### src/design/rfsc_pkg.sv
// Package for the front-end trim and synthesizer calibration register slice.
// Assumes a 32-bit APB master and a calibration engine on the same clock.
package rfsc_pkg;

  localparam int NREG = 4;
  localparam int ADDR_W = 18;

  // Register indexes as printed; byte address is four times the index
  localparam logic [15:0] IDX_RX_TRIM = 16'hDF1A;
  localparam logic [15:0] IDX_TX_CFG = 16'hDF1B;
  localparam logic [15:0] IDX_PUMP_CAL = 16'hDF1C;
  localparam logic [15:0] IDX_OSC_CAL = 16'hDF1D;
  localparam logic [15:0] IDX_CAL_STATUS = 16'hDF40;

  // Slot numbers in the register array
  localparam int SLOT_RX = 0;
  localparam int SLOT_TX = 1;
  localparam int SLOT_PUMP = 2;
  localparam int SLOT_OSC = 3;

  localparam logic [15:0] REG_IDX [NREG] = '{IDX_RX_TRIM, IDX_TX_CFG, IDX_PUMP_CAL, IDX_OSC_CAL};
  localparam logic [7:0] REG_RST [NREG] = '{8'h56, 8'h10, 8'hA9, 8'h0A};
  // Writable bits; all others are unused and read zero
  localparam logic [7:0] REG_WMASK [NREG] = '{8'hFF, 8'h37, 8'hFF, 8'h3F};
  // Bits the calibration engine may update
  localparam logic [7:0] REG_HMASK [NREG] = '{8'h00, 8'h00, 8'h0F, 8'h1F};
  // Registers returned to reset on wake from the deepest sleep modes
  localparam logic REG_WAKE_CLR [NREG] = '{1'b0, 1'b0, 1'b1, 1'b0};

  // Status register bit positions
  localparam int ST_PUMP_SKIP = 0;
  localparam int ST_SW_SOURCE = 1;
  localparam int ST_CAL_SEEN = 2;
  localparam int ST_OSC_HIGH = 3;

  // Previous power mode code presented with the wake pulse
  localparam logic [1:0] PM_DEEP_TWO = 2'h2;
  localparam logic [1:0] PM_DEEP_THREE = 2'h3;

  localparam logic [31:0] RDATA_RST = 32'h0000_0000;

  typedef enum logic [1:0] {
    ST_IDLE = 2'b01,
    ST_ACCESS = 2'b10
  } rfsc_apb_e;

  typedef struct packed {
    logic [1:0] input_amp_bias_trim;
    logic [1:0] amp_to_mixer_bias_trim;
    logic [1:0] rx_lo_buffer_trim;
    logic [1:0] mixer_bias_trim;
  } rfsc_rx_trim_s;

  typedef struct packed {
    logic [1:0] unused_hi;
    logic [1:0] tx_lo_buffer_trim;
    logic unused_mid;
    logic [2:0] reserved;
  } rfsc_tx_cfg_s;

  typedef struct packed {
    logic [1:0] cal_config;
    logic [1:0] pump_cal_stage_enable;
    logic [3:0] pump_current;
  } rfsc_pump_cal_s;

  typedef struct packed {
    logic [1:0] unused_hi;
    logic osc_core_high_select;
    logic [4:0] osc_current;
  } rfsc_osc_cal_s;

endpackage

### src/design/rfsc_reg8.sv
// One byte-wide configuration register with software and engine update paths.
// Assumes write strobes are single-cycle pulses on the same clock.
`timescale 1ns/1ps
module rfsc_reg8 #(
  parameter logic [7:0] RST_VAL = 8'h00,
  parameter logic [7:0] WR_MASK = 8'hFF,
  parameter logic [7:0] HW_MASK = 8'h00,
  parameter logic WAKE_CLR = 1'b0
) (
  input wire logic i_clk,          // System clock
  input wire logic i_rst,          // Async reset, active high
  input wire logic i_wake,         // Wake from deep sleep, pulse
  input wire logic i_sw_we,        // Software write, pulse
  input wire logic [7:0] i_sw_data, // Software write data
  input wire logic i_hw_we,        // Engine update, pulse
  input wire logic [7:0] i_hw_data, // Engine update data
  output logic [7:0] o_q           // Register value
);

  logic [7:0] val_q;

  always_ff @(posedge i_clk or posedge i_rst)
  begin
    if (i_rst)
    begin
      val_q <= RST_VAL;
    end
    else if (i_wake && WAKE_CLR)
    begin
      val_q <= RST_VAL;
    end
    else if (i_sw_we)
    begin
      // Software wins so that a stored value overrides a late result
      val_q <= i_sw_data & WR_MASK;
    end
    else if (i_hw_we)
    begin
      val_q <= (val_q & ~HW_MASK) | (i_hw_data & HW_MASK);
    end
  end

  assign o_q = val_q;

endmodule

### src/design/rfsc_regs.sv
// Front-end trim and synthesizer calibration registers behind an APB slave.
// Assumes calibration engine and power manager run on I_REF_CLK.
//
// Added by the designer: the APB slave port.
`timescale 1ns/1ps
// Functional notes
// RX trim: four 2-bit fields, resets 01,01,01,10
// TX LO buffer trim bits 5:4, reset 01
// Software writes zeros to TX bits 2:0
// Pump cal enable resets 10; zero skips stage
// Pump current result bits 3:0, reset 1001
// Calibration config bits 7:6, reset 10
// Pump cal register resets on deep wake
// Oscillator core select bit 5, reset low
// Oscillator current result, reset 01010, overridable
// Written stored results used directly when hopping
// Unused bits read zero, ignore writes
module rfsc_regs (
  input wire logic I_REF_CLK,             // System clock, 10 MHz
  input wire logic I_RST,                 // Async reset, active high
  input wire logic I_PSEL,                // APB select
  input wire logic I_PENABLE,             // APB enable
  input wire logic I_PWRITE,              // APB direction
  input wire logic [rfsc_pkg::ADDR_W-1:0] I_PADDR, // APB byte address
  input wire logic [31:0] I_PWDATA,       // APB write data
  input wire logic [3:0] I_PSTRB,         // APB byte strobes
  output logic O_PREADY,                  // APB ready
  output logic [31:0] O_PRDATA,           // APB read data
  output logic O_PSLVERR,                 // APB error, unmapped
  input wire logic I_CAL_DONE,            // Calibration results valid, pulse
  input wire logic [3:0] I_CAL_PUMP,      // Pump current result
  input wire logic [4:0] I_CAL_OSC,       // Oscillator current result
  input wire logic I_PM_WAKE,             // Return to active mode, pulse
  input wire logic [1:0] I_PM_FROM,       // Mode left at wake
  output rfsc_pkg::rfsc_rx_trim_s O_RX_TRIM,   // Receive trims
  output rfsc_pkg::rfsc_tx_cfg_s O_TX_CFG,     // Transmit config
  output rfsc_pkg::rfsc_pump_cal_s O_PUMP_CAL, // Pump calibration
  output rfsc_pkg::rfsc_osc_cal_s O_OSC_CAL,   // Oscillator calibration
  output logic O_PUMP_STAGE_EN,           // Run pump cal stage
  output logic O_LOAD_STORED              // Stored results written, pulse
);

  rfsc_pkg::rfsc_apb_e state_q;
  rfsc_pkg::rfsc_apb_e state_d;
  logic pready_q;
  logic pslverr_q;
  logic [31:0] prdata_q;
  logic [rfsc_pkg::NREG-1:0] sw_we;
  logic [rfsc_pkg::NREG-1:0] hw_we;
  logic [7:0] hw_data [rfsc_pkg::NREG];
  logic [7:0] reg_q [rfsc_pkg::NREG];
  logic [rfsc_pkg::NREG:0] rd_hit;
  logic [rfsc_pkg::NREG:0] wr_hit;
  logic setup;
  logic access;
  logic answer;
  logic wake_deep;
  logic sw_result_we;
  logic pump_stage_en_q;
  logic load_stored_q;
  logic sw_source_q;
  logic cal_seen_q;
  logic [7:0] status;
  logic [7:0] rd_byte;

  // One-hot register hit; top bit is the status register
  function automatic logic [rfsc_pkg::NREG:0] decode(
    input logic [rfsc_pkg::ADDR_W-1:0] addr
  );
    logic [rfsc_pkg::NREG:0] hit;
    hit = '0;
    for (int k = 0; k < rfsc_pkg::NREG; k++)
    begin
      if (addr == {rfsc_pkg::REG_IDX[k], 2'b00})
      begin
        hit[k] = 1'b1;
      end
    end
    // Status sits outside the register array
    if (addr == {rfsc_pkg::IDX_CAL_STATUS, 2'b00})
    begin
      hit[rfsc_pkg::NREG] = 1'b1;
    end
    return hit;
  endfunction

  // Lighter sleep modes keep the pump result
  function automatic logic is_deep_mode(
    input logic [1:0] mode
  );
    return (mode == rfsc_pkg::PM_DEEP_TWO) || (mode == rfsc_pkg::PM_DEEP_THREE);
  endfunction

  assign setup = I_PSEL && !I_PENABLE;
  assign access = I_PSEL && I_PENABLE && pready_q;
  assign answer = (state_q == rfsc_pkg::ST_IDLE) && setup;
  assign rd_hit = decode(I_PADDR);
  assign wr_hit = decode(I_PADDR);

  assign wake_deep = I_PM_WAKE && is_deep_mode(I_PM_FROM);

  always_comb
  begin
    state_d = state_q;
    case (state_q)
      rfsc_pkg::ST_IDLE:
      begin
        if (setup)
        begin
          state_d = rfsc_pkg::ST_ACCESS;
        end
      end
      rfsc_pkg::ST_ACCESS:
      begin
        // A dropped select also ends the transfer
        if (access || !I_PSEL)
        begin
          state_d = rfsc_pkg::ST_IDLE;
        end
      end
      default:
      begin
        state_d = rfsc_pkg::ST_IDLE;
      end
    endcase
  end

  always_ff @(posedge I_REF_CLK or posedge I_RST)
  begin
    if (I_RST)
    begin
      state_q <= rfsc_pkg::ST_IDLE;
    end
    else
    begin
      state_q <= state_d;
    end
  end

  // Status byte; only low bits carry state
  always_comb
  begin
    status = 8'h00;
    status[rfsc_pkg::ST_PUMP_SKIP] = !pump_stage_en_q;
    status[rfsc_pkg::ST_SW_SOURCE] = sw_source_q;
    status[rfsc_pkg::ST_CAL_SEEN] = cal_seen_q;
    status[rfsc_pkg::ST_OSC_HIGH] = reg_q[rfsc_pkg::SLOT_OSC][5];
  end

  always_comb
  begin
    rd_byte = 8'h00;
    for (int k = 0; k < rfsc_pkg::NREG; k++)
    begin
      if (rd_hit[k])
      begin
        rd_byte = reg_q[k];
      end
    end
    if (rd_hit[rfsc_pkg::NREG])
    begin
      rd_byte = status;
    end
  end

  // Answer is prepared in the setup cycle: no wait states
  always_ff @(posedge I_REF_CLK or posedge I_RST)
  begin
    if (I_RST)
    begin
      pready_q <= 1'b0;
    end
    else if (answer)
    begin
      pready_q <= 1'b1;
    end
    else
    begin
      // High for the access cycle only
      pready_q <= 1'b0;
    end
  end

  // Unmapped addresses answer with an error and change nothing
  always_ff @(posedge I_REF_CLK or posedge I_RST)
  begin
    if (I_RST)
    begin
      pslverr_q <= 1'b0;
    end
    else if (answer)
    begin
      pslverr_q <= (rd_hit == '0);
    end
    else
    begin
      pslverr_q <= 1'b0;
    end
  end

  // Read data stands only in the access cycle; the bus idles at zero
  always_ff @(posedge I_REF_CLK or posedge I_RST)
  begin
    if (I_RST)
    begin
      prdata_q <= rfsc_pkg::RDATA_RST;
    end
    else if (answer && !I_PWRITE)
    begin
      prdata_q <= {24'h00_0000, rd_byte};
    end
    else
    begin
      prdata_q <= rfsc_pkg::RDATA_RST;
    end
  end

  assign O_PREADY = pready_q;
  assign O_PSLVERR = pslverr_q;
  assign O_PRDATA = prdata_q;

  // Software writes land at the access edge, low byte lane only
  always_comb
  begin
    sw_we = '0;
    for (int k = 0; k < rfsc_pkg::NREG; k++)
    begin
      sw_we[k] = access && I_PWRITE && I_PSTRB[0] && wr_hit[k];
    end
  end

  // A pump write that loses to a deep wake never lands, so no load pulse
  assign sw_result_we = (sw_we[rfsc_pkg::SLOT_PUMP] && !wake_deep) ||
                        sw_we[rfsc_pkg::SLOT_OSC];

  // Calibration engine path: result fields only
  always_comb
  begin
    hw_we = '0;
    for (int k = 0; k < rfsc_pkg::NREG; k++)
    begin
      hw_data[k] = 8'h00;
    end
    hw_we[rfsc_pkg::SLOT_PUMP] = I_CAL_DONE;
    hw_we[rfsc_pkg::SLOT_OSC] = I_CAL_DONE;
    hw_data[rfsc_pkg::SLOT_PUMP] = {4'h0, I_CAL_PUMP};
    hw_data[rfsc_pkg::SLOT_OSC] = {3'h0, I_CAL_OSC};
  end

  // Reset values carry the trims, enables and results
  genvar g;
  generate
    for (g = 0; g < rfsc_pkg::NREG; g++)
    begin : g_reg
      rfsc_reg8 #(
        .RST_VAL(rfsc_pkg::REG_RST[g]),
        .WR_MASK(rfsc_pkg::REG_WMASK[g]),
        .HW_MASK(rfsc_pkg::REG_HMASK[g]),
        .WAKE_CLR(rfsc_pkg::REG_WAKE_CLR[g])
      ) u_reg (
        .i_clk(I_REF_CLK),
        .i_rst(I_RST),
        .i_wake(wake_deep),
        .i_sw_we(sw_we[g]),
        .i_sw_data(I_PWDATA[7:0]),
        .i_hw_we(hw_we[g]),
        .i_hw_data(hw_data[g]),
        .o_q(reg_q[g])
      );
    end
  endgenerate

  // Trim and calibration values reach the analog side unchanged
  assign O_RX_TRIM = rfsc_pkg::rfsc_rx_trim_s'(reg_q[rfsc_pkg::SLOT_RX]);
  assign O_TX_CFG = rfsc_pkg::rfsc_tx_cfg_s'(reg_q[rfsc_pkg::SLOT_TX]);
  assign O_PUMP_CAL = rfsc_pkg::rfsc_pump_cal_s'(reg_q[rfsc_pkg::SLOT_PUMP]);
  assign O_OSC_CAL = rfsc_pkg::rfsc_osc_cal_s'(reg_q[rfsc_pkg::SLOT_OSC]);

  // Stage enable follows the register a cycle behind it
  always_ff @(posedge I_REF_CLK or posedge I_RST)
  begin
    if (I_RST)
    begin
      pump_stage_en_q <= 1'b1;
    end
    else
    begin
      pump_stage_en_q <= (reg_q[rfsc_pkg::SLOT_PUMP][5:4] != 2'b00);
    end
  end

  assign O_PUMP_STAGE_EN = pump_stage_en_q;

  // Pulse tells the synthesizer to take written results as they are
  always_ff @(posedge I_REF_CLK or posedge I_RST)
  begin
    if (I_RST)
    begin
      load_stored_q <= 1'b0;
    end
    else
    begin
      load_stored_q <= sw_result_we;
    end
  end

  assign O_LOAD_STORED = load_stored_q;

  // Last source of the results; software beats a same-cycle result
  always_ff @(posedge I_REF_CLK or posedge I_RST)
  begin
    if (I_RST)
    begin
      sw_source_q <= 1'b0;
    end
    else if (sw_result_we)
    begin
      sw_source_q <= 1'b1;
    end
    else if (I_CAL_DONE || wake_deep)
    begin
      // A deep wake discards the pump result with its source
      sw_source_q <= 1'b0;
    end
  end

  // Set wins over the wake clear so a result is flagged even when a same-cycle deep wake drops the pump value
  always_ff @(posedge I_REF_CLK or posedge I_RST)
  begin
    if (I_RST)
    begin
      cal_seen_q <= 1'b0;
    end
    else if (I_CAL_DONE)
    begin
      cal_seen_q <= 1'b1;
    end
    else if (wake_deep)
    begin
      cal_seen_q <= 1'b0;
    end
  end

endmodule

### config.mk
export PLATFORM = sky130hd
export DESIGN_NAME = rfsc_regs
export DESIGN_NICKNAME = d
export VERILOG_FILES = /design/src/design/rfsc_pkg.sv /design/src/design/rfsc_reg8.sv /design/src/design/rfsc_regs.sv
export SDC_FILE = /design/constraint.sdc
export NUM_CORES = 1
export LEC_CHECK = 0
export BUFFER_PORTS_ARGS = -buffer_cell sky130_fd_sc_hd__buf_2
export CAP_MARGIN = 25
export CORE_AREA = 4 4 96 98
export CTS_CLUSTER_DIAMETER = 30
export DETAILED_ROUTE_END_ITERATION = 7
export DIE_AREA = 0 0 100 102
export SYNTH_ARGS = -nofsm -noshare
export SYNTH_HDL_FRONTEND = slang
export SYNTH_SLANG_ARGS = --single-unit
### constraint.sdc
create_clock -name I_REF_CLK -period 1.55 [get_ports I_REF_CLK]
set_clock_uncertainty 0.1 [all_clocks]
set_input_delay 0.31 -clock I_REF_CLK [delete_from_list [all_inputs] [get_ports I_REF_CLK]]
set_output_delay 0.31 -clock I_REF_CLK [all_outputs]
set_load 0.02 [all_outputs]
* Word-level counts from Yosys, hierarchy flattened
Cells that the tools add are included.
** Storage, ports and cells
- Logic and storage cells :: 79
- Bits in registers :: 69
- Bits of input ports :: 72
** Operators by class
- Bitwise logic cells :: 2
- Eq/ne operators :: 11
- Reductions and logical operators :: 29
- Multiplexer cells :: 25
** Operator list (number)
- == test 18 bit, second input constant :: 5
- two-way mux 8 bit :: 11
- logical AND 1 bit :: 13
- two-way mux 1 bit :: 11
- OR 8 x 4 -> 8 bit :: 1
- OR 8 x 5 -> 8 bit :: 1
- nonzero test 2 bit :: 4
- == test 2 bit, second input constant :: 3
- zero test 1 bit :: 5
- zero test 5 bit :: 1
- logical OR 1 bit :: 4
- two-way mux 2 bit :: 2
- inequality test 2 bit, second input constant :: 2
- one-hot mux 2 bit (2 select lines) :: 1
- nonzero test 3 bit :: 1
- == test 2 x 1 -> 1 bit, second input constant :: 1
- AND reduction 2 bit :: 1

* Depth between registers and ports, before layout
Gate-level depths: netlist of the first run.
- Word-level depth :: 8
- Depth in mapped cells :: 6
- Gate-level depth less buffers :: 4

* Hierarchy
Synthesis of the first run repeated with hierarchy kept, for this count alone.
** Unflattened totals
- Cells, all modules :: 227
- Area total of the unflattened synthesis :: 2493.6 sq um
** Modules (own cells, without submodules)
- rfsc_regs :: sequential area each 402.9 sq um, area each 1244.9 sq um, instances 1, cells an instance 133
- rfsc_reg8 at g_reg[2].u_reg :: sequential area each 205.2 sq um, area each 399.1 sq um, instances 1, cells an instance 33
- rfsc_reg8 at g_reg[0].u_reg :: sequential area each 205.2 sq um, area each 340.3 sq um, instances 1, cells an instance 18
- rfsc_reg8 at g_reg[3].u_reg :: sequential area each 152.6 sq um, area each 296.5 sq um, instances 1, cells an instance 28
- rfsc_reg8 at g_reg[1].u_reg :: sequential area each 126.4 sq um, area each 212.7 sq um, instances 1, cells an instance 15

* Worst setup path after synthesis of the first run
Ideal clock, no wire load.
- Path kind :: input to register
- Start :: input I_PADDR[0] (netlist bit)
- End :: register g_reg[1].u_reg.val_q[0]
- Setup slack :: -355 ps
- Setup time :: 125 ps
- Buffers on the path :: 1
- Data arrival time :: 1680 ps
- Stages on the path :: 5
- Cell sequence :: nand4bb_2 nor3_4 and4_1 buf_4 mux2_2
** On the way
- Cells in the longest elaborated chain, start to end :: 3
** Ends and longest elaborated chain
- start: declaration :: line rfsc_regs.sv:24 : input wire logic [rfsc_pkg::ADDR_W-1:0] I_PADDR,
- == test 18 bit :: line rfsc_regs.sv:74 : if (addr == {rfsc_pkg::REG_IDX[k], 2'b00})
- two-way mux 1 bit :: line rfsc_regs.sv:74
- logical AND 1 bit :: line rfsc_regs.sv:228 : sw_we[k] = access && I_PWRITE && I_PSTRB[0] && wr_hit[k];
- end signal: assignment :: line rfsc_reg8.sv:35 : val_q <= i_sw_data & WR_MASK;
- end signal: assignment :: line rfsc_reg8.sv:39 : val_q <= (val_q & ~HW_MASK) | (i_hw_data & HW_MASK);
- end: declaration :: line rfsc_reg8.sv:20 : logic [7:0] val_q;
Every way passes these cells.
A chain may end at the register's enable or synchronous reset.

* Final worst setup path of the first run
- Start :: input I_PADDR[8] (netlist bit)
- End :: register g_reg[0].u_reg.val_q[3]
** On the way
- Cells in the longest elaborated chain, start to end :: 3
** Ends and longest elaborated chain (line)
- == test 18 bit :: rfsc_regs.sv:74
- two-way mux 1 bit :: rfsc_regs.sv:74
- logical AND 1 bit :: rfsc_regs.sv:228
- end signal: assignment :: rfsc_reg8.sv:35
- end signal: assignment :: rfsc_reg8.sv:39
- end: declaration :: rfsc_reg8.sv:20
Every way passes these cells.

==> impl_metrics.py, run 1 <==
metrics = {
    "run_status": {
        "run_status": "complete, but fails checks",
        "violations": "setup timing",
    },
    "layout": {
        "antenna_cells_inserted": 0,
        "drive_above_1_share_pct": 60.8,
        "finish.instance_area_um2": 3450,
        "final_core_utilization_pct": 40.8,
        "fin_cells": 445,
        "syn2layout_area_growth_pct": 39.9,
        "finish.net_count": 408,
    },
    "sta": {
        "sum_of_negative_setup_slack_ns": -0.00469,
        "drv_slew": 0,
        "hold-worst-slack_ns": 0.165,
        "timing.final.ws_setup_ns": -0.00269,
        "hold_violations": 0,
        "unrepaired_setup_endpoints_after_global_routing": "yes",
        "final_min_period_over_clock_period_pct": 100,
        "final-setup-viol-count": 3,
        "max_freq_mhz": 644,
        "period_needed_ns": 1.55,
    },
    "run": {
        "maxCapViolCount": 0,
    },
    "critical_path": {
        "worstSetupStartpointType": "input pin",
        "cp_cell_sequence": "buf_6 > nand3b_1 > nor3_4 > buf_12 > nand4b_4 > mux2_2",
        "worst_setup_path_end_kind": "flip-flop",
        "critical-path-slowest-cell": "mux2_2",
        "timing.critical_path.required_ns": 1.64,
        "critical_path.max_fanout": 8,
        "critPathBufInv": 2,
        "worst_setup_path_class": "input pin to flip-flop",
        "path_delay_family": "simple AND/OR/NAND/NOR gates",
        "timing.critical_path.arrival_ns": 1.64,
        "worst_path_largest_cell_delay_ns": 0.32,
    },
    "global_routing": {
        "initial_antenna_violation_count": 0,
        "grt_first_pass_wirelength_um": 11100,
        "globalRouteTotalUtil_pct": 14.2,
        "grt_overflow": 0,
        "number_of_global_route_vias_before_repair": 2110,
        "maximum_number_of_pins_on_one_net_before_global_route_repair": 44,
    },
    "synth": {
        "library_cells_used_by_synthesis": 45,
        "dominant_register_cell_in_the_synthesized_netlist": "dfrtp_1",
        "netlist.top_cell.by_area": "dfrtp_1",
        "synth_async_sr_flop_share_pct": 100,
        "warning_count_from_the_yosys_run": 0,
        "synth-seq-area-share_pct": 44.3,
        "post_synth_main_area_contributors": "dfrtp_1 30%, mux2_2 15%, dfstp_2 14%, buf_4 9.4%, nand3_1 3.5%",
        "synthesis.instances": 220,
        "flip_flop_and_latch_count_after_synthesis": 43,
        "synth_largest_type_area_fraction_pct": 30.4,
        "synth_edf_count": 0,
        "syn-mean-instance-area_um2": 11.2,
        "post_synthesis_instance_area_um2": 2470,
    },
    "clocking": {
        "cts.path.max_buffers": 2,
        "cts_tree": "yes",
        "clk_root_buf": "clkbuf_8",
        "tritoncts_num_sinks": 43,
        "clock_latency_ns": 0.30,
        "cts_buffers": 5,
        "h-tree-depth": 2,
        "cts.clk_slew.worst_paths_ns": 0.08,
    },
    "placement": {
        "hpwl_um": 5580,
        "dp_cells": 434,
        "place.port_buffers": 82,
        "placement.cell_area_um2": 3220,
        "place.gp.congestion": 0.846,
    },
    "power": {
        "power_leakage_uw": 0.00165,
        "power.density_cell_area_nw_per_um2": 680,
        "ir_drop_v": 0.000365,
    },
    "detailed_routing": {
        "vias": 2082,
        "detail_route.drc_violations": 0,
        "wirelength_um": 7380,
        "route.detailed.wl_per_inst_um": 16.6,
        "drt_first_iter_violations": 96,
        "route.detailed.vias_per_inst": 4.68,
        "detail_route.first_pass.iterations": 4,
        "antenna_left": 0,
    },
    "die": {
        "floorplan.core_area_um2": 8470,
        "placement_rows": 34,
        "floorplan.die.height_um": 102,
        "starting_utilization_of_the_core_area_pct": 29.1,
        "dieWidth_um": 100,
        "ios": 140,
        "floorplan.die_area_um2": 10200,
    },
    "min_path": {
        "min-delay-path-class": "input pin to flip-flop",
    },
}
==> synthesized netlist by cell type (all sizes together), types with 3 or more instances <==
| master | instances |
|---|---|
| a21oi | 8 |
| buf | 35 |
| clkbuf | 3 |
| dfrtp | 30 |
| dfstp | 13 |
| inv | 3 |
| mux2 | 32 |
| mux2i | 5 |
| nand2 | 4 |
| nand3 | 18 |
| nand4bb | 3 |
| nor2 | 6 |
| nor2b | 3 |
| nor3 | 12 |
| nor4 | 4 |
| o21ai | 12 |
==> cell families (layout without fill, tap and decap cells) <==
logic type | after synthesis | after routing | synth area share [%]
multiplexers | 37 | 37 | 16.6
buffers and inverters | 41 | 130 | 11.4
flip-flops | 43 | 43 | 44.3
AO/OA/AOI/OAI | 31 | 31 | 7.76
AND/OR/NAND/NOR | 67 | 67 | 19.8
other | 1 | 29 | 0.152
==> state kept, by name (all words and copies together) (netlist names) <==
| signal | flops |
|---|---|
| g.u_reg.o_q | 27 |
| cal_seen_q | 1 |
| O_PUMP_STAGE_EN | 1 |
| O_LOAD_STORED | 1 |
| state_q | 2 |
| O_PSLVERR | 1 |
| O_PRDATA | 8 |
| sw_source_q | 1 |
| O_PREADY | 1 |
==> placed cells by master (no fill, tap or decap), types with 5 or more instances in the layout <==
cell / synthesis / routed
buf_2: 2 / 81
buf_4: 31 / 27
buf_6: 1 / 8
nor3_1: 11 / 6
dfstp_2: 13 / 13
a21oi_1: 8 / 8
mux2_2: 32 / 28
nand3_1: 17 / 15
o21ai_0: 12 / 5
mux2i_1: 5 / 5
clkbuf_8: 0 / 6
conb_1: 1 / 29
dfrtp_1: 30 / 29
==> final timing paths <==
| kind | depth (start not counted) | start | slack (ns) | end |
|---|---|---|---|---|
| worst max-delay path | 6 | I_PADDR[8] | -0.003 | g_reg[0].u_reg.o_q[3]$_DFFE_PP0P_ |
| worst min-delay path | 3 | I_PWDATA[7] | 0.17 | g_reg[2].u_reg.o_q[7]$_DFFE_PP1P_ |
| worst max register to register | 4 | O_PREADY$_DFF_PP0_ | -0.003 | g_reg[3].u_reg.o_q[0]$_DFFE_PP0P_ |
| worst min register to register | 1 | cal_seen_q$_DFFE_PP0P_ | 0.40 | cal_seen_q$_DFFE_PP0P_ |
| max in group asynchronous | 4 | I_RST | 0.56 | g_reg[2].u_reg.o_q[0]$_DFFE_PP1P_ |
| min in group asynchronous | 4 | I_RST | 0.52 | state_q[1]$_DFFE_PP0P_ |
==> layer usage <==
| layer | up-vias | wire length [um] | GRT usage, % |
|---|---|---|---|
| li1 | 972 | - | - |
| met1 | 1020 | 3080 | 18.1 |
| met2 | 80 | 3650 | 23.9 |
| met3 | 10 | 558 | 3.48 |
| met4 | 0 | 93 | 4.66 |
| met5 | - | 0 | 0 |
==> per-stage QoR <==
stage	setup slack (ns)	power (uW)
final	-0.00269	2350
after global routing	-0.0678	2440
after CTS	-0.00305	2350
after detailed placement	-0.362	1600
after global placement	-0.356	1600
after floorplan	-0.312	1490
==> tightest hold or removal path: stages <==
cell	delay (ns)
buf_2	0.11
nand3_1	0.06
nand3_1	0.08
==> area by class of cell <==
cell class | count | area [um^2]
repair buffers | 119 | 748
clock buffers | 7 | 86.3
clock inverters | 1 | 5.00
fillers | 834 | 5010
flip-flops and latches | 43 | 1090
inverters | 3 | 11.3
multi-input cells | 164 | 1370
well taps | 108 | 135
==> where the power goes <==
part | internal (uW) | switching [uW] | leakage, uW | total [uW]
combinational | 166 | 246 | 0.00107 | 412
clock | 360 | 391 | 0.0000482 | 751
sequential | 1160 | 21.4 | 0.000538 | 1180
total | 1690 | 658 | 0.00165 | 2350
==> repair_timing <==
| item | 4_1_cts | 5_1_grt |
|---|---|---|
| setup buffers | 1 | 1 |
| hold buffers | 1 | 0 |
| pin swaps | 6 | 6 |
| resized for setup | 5 | 23 |
| endpoints found under the setup margin | 26 | 29 |
| cloned | 0 | 1 |
| hold endpoints to repair | 30 | 0 |
Power figures use the tool's default switching activity.
==> run 2, diff against run 1 <==
--- a/constraint.sdc
+++ b/constraint.sdc
@@ -4,2 +4,2 @@
 set_output_delay 0.31 -clock I_REF_CLK [all_outputs]
-set_load 0.02 [all_outputs]
+set_load 0.005 [all_outputs]
==> impl_metrics.py, run 2 (synthesis gave the netlist of run 1 again) <==
metrics = {
    "critical_path": {
        "cp_common_cell": "buf_6",
        "worst_setup_path_class": "input pin to flip-flop",
        "path_delay_family": "simple AND/OR/NAND/NOR gates",
        "timing.critical_path.required_ns": 1.64,
        "critical-path-slowest-cell": "a2111oi_4",
        "worst_setup_path_end_kind": "flip-flop",
        "timing.critical_path.arrival_ns": 1.67,
        "critPathBufInv": 3,
        "worstSetupStartpointType": "input pin",
        "worst_path_largest_cell_delay_ns": 0.35,
        "critical_path.max_fanout": 6,
        "cp_cell_sequence": "buf_6 > nand4b_1 > nor3_4 > buf_6 > buf_6 > nand3_4 > a2111oi_4",
    },
    "placement": {
        "placement.cell_area_um2": 3220,
        "hpwl_um": 5450,
        "place.gp.congestion": 0.877,
        "place.port_buffers": 82,
    },
    "clocking": {
        "clk_root_buf": "clkbuf_8",
        "cts_tree": "yes",
        "tritoncts_num_sinks": 43,
        "cts.path.max_buffers": 2,
        "cts_buffers": 5,
        "cts.clk_slew.worst_paths_ns": 0.08,
        "h-tree-depth": 2,
        "clock_latency_ns": 0.29,
    },
    "die": {
        "starting_utilization_of_the_core_area_pct": 29.1,
        "floorplan.die.height_um": 102,
        "dieWidth_um": 100,
        "floorplan.core_area_um2": 8470,
        "floorplan.die_area_um2": 10200,
        "placement_rows": 34,
        "ios": 140,
    },
    "detailed_routing": {
        "antenna_left": 0,
        "vias": 2061,
        "wirelength_um": 7100,
        "drt_first_iter_violations": 71,
        "route.detailed.vias_per_inst": 4.59,
        "detail_route.drc_violations": 0,
        "detail_route.first_pass.iterations": 4,
        "route.detailed.wl_per_inst_um": 15.8,
    },
    "sta": {
        "hold-worst-slack_ns": 0.183,
        "final-setup-viol-count": 8,
        "max_freq_mhz": 632,
        "hold_violations": 0,
        "unrepaired_setup_endpoints_after_global_routing": "yes",
        "period_needed_ns": 1.58,
        "final_min_period_over_clock_period_pct": 102,
        "timing.final.ws_setup_ns": -0.0323,
        "drv_slew": 0,
    },
    "layout": {
        "final_cell_mix": "81 x buf_2, 33 x buf_4, 30 x dfrtp_1",
        "n_fill_cell": 829,
        "finish.instance_area_um2": 3490,
        "syn2layout_area_growth_pct": 41.4,
        "largest_register_ffs": 27,
        "antenna_cells_inserted": 0,
        "layout.cells.most_common": "buf_2",
        "drive_above_1_share_pct": 60.4,
        "finish.net_count": 412,
    },
    "global_routing": {
        "grt_first_pass_wirelength_um": 10600,
        "number_of_global_route_vias_before_repair": 2073,
        "grt_overflow": 0,
        "globalRouteTotalUtil_pct": 13.5,
        "maximum_number_of_pins_on_one_net_before_global_route_repair": 44,
        "initial_antenna_violation_count": 0,
    },
    "run_status": {
        "violations": "setup timing",
        "run_status": "complete, but fails checks",
    },
    "power": {
        "totalPowerFinal_uw": 2290,
        "power_leakage_uw": 0.00167,
        "power.density_cell_area_nw_per_um2": 657,
        "ir_drop_v": 0.000377,
    },
    "run": {
        "maxCapViolCount": 0,
    },
    "min_path": {
        "min-delay-path-class": "input pin to flip-flop",
    },
}
[run 2: area by class of cell]
cell class	instances	area, um^2	area share, %
Clock buffer	8	100	2.87
Inverter	3	11.3	0.323
Multi-Input combinational cell	164	1380	39.5
Sequential cell	43	1090	31.3
Tap cell	108	135	3.88
Timing Repair Buffer	123	771	22.1
[run 2: path summary, 6_finish.rpt]
path	start	end	slack [ns]	depth (start not counted)
worst max-delay path	I_PADDR[15]	O_PRDATA[7]$_DFF_PP0_	-0.03	7
worst min-delay path	I_PWDATA[6]	g_reg[0].u_reg.o_q[6]$_DFFE_PP1P_	0.18	2
worst max register to register	O_PREADY$_DFF_PP0_	g_reg[3].u_reg.o_q[2]$_DFFE_PP0P_	-0.01	4
worst min register to register	cal_seen_q$_DFFE_PP0P_	cal_seen_q$_DFFE_PP0P_	0.42	1
max in group asynchronous	I_RST	g_reg[0].u_reg.o_q[2]$_DFFE_PP1P_	0.55	4
min in group asynchronous	I_RST	O_PRDATA[3]$_DFF_PP0_	0.52	4
[run 2: per-stage QoR]
| step | TNS (ns) | utilization [%] | setup WS, ns | instances |
|---|---|---|---|---|
| floorplan | -5.63 | - | -0.312 | 248 |
| detailed placement | -10.01 | 38.1 | -0.357 | 436 |
| global route | -1.47 | 41.2 | -0.106 | 449 |
| finish | -0.0859 | 41.2 | -0.0323 | 449 |
| CTS | -0.0954 | 39.9 | -0.0260 | 445 |
| global placement | -9.06 | 38.1 | -0.292 | 436 |
[run 2: per-layer routing]
metal / track usage [%] / vias up / wire length, um
li1: - / 988 / -
met3: 3.28 / 4 / 480
met5: 0 / - / 0
met2: 21.8 / 75 / 3580
met4: 4.15 / 0 / 43
met1: 18.1 / 994 / 3010
[run 2: power breakdown]
group / internal (uW) / leakage [uW] / switching (uW) / total (uW)
Combinational: 163 / 0.00107 / 166 / 329
Sequential: 1160 / 0.000540 / 22.4 / 1180
Clock: 407 / 0.0000515 / 370 / 777
Total: 1730 / 0.00167 / 559 / 2290
[run 2: repair_timing]
item                                   in CTS  in global routing
setup buffers                               0                  4
hold buffers                                1                  0
pin swaps                                   7                  9
endpoints found under the hold margin      30                  0
gates resized for setup                    11                 14
setup endpoints to repair                  27                 31
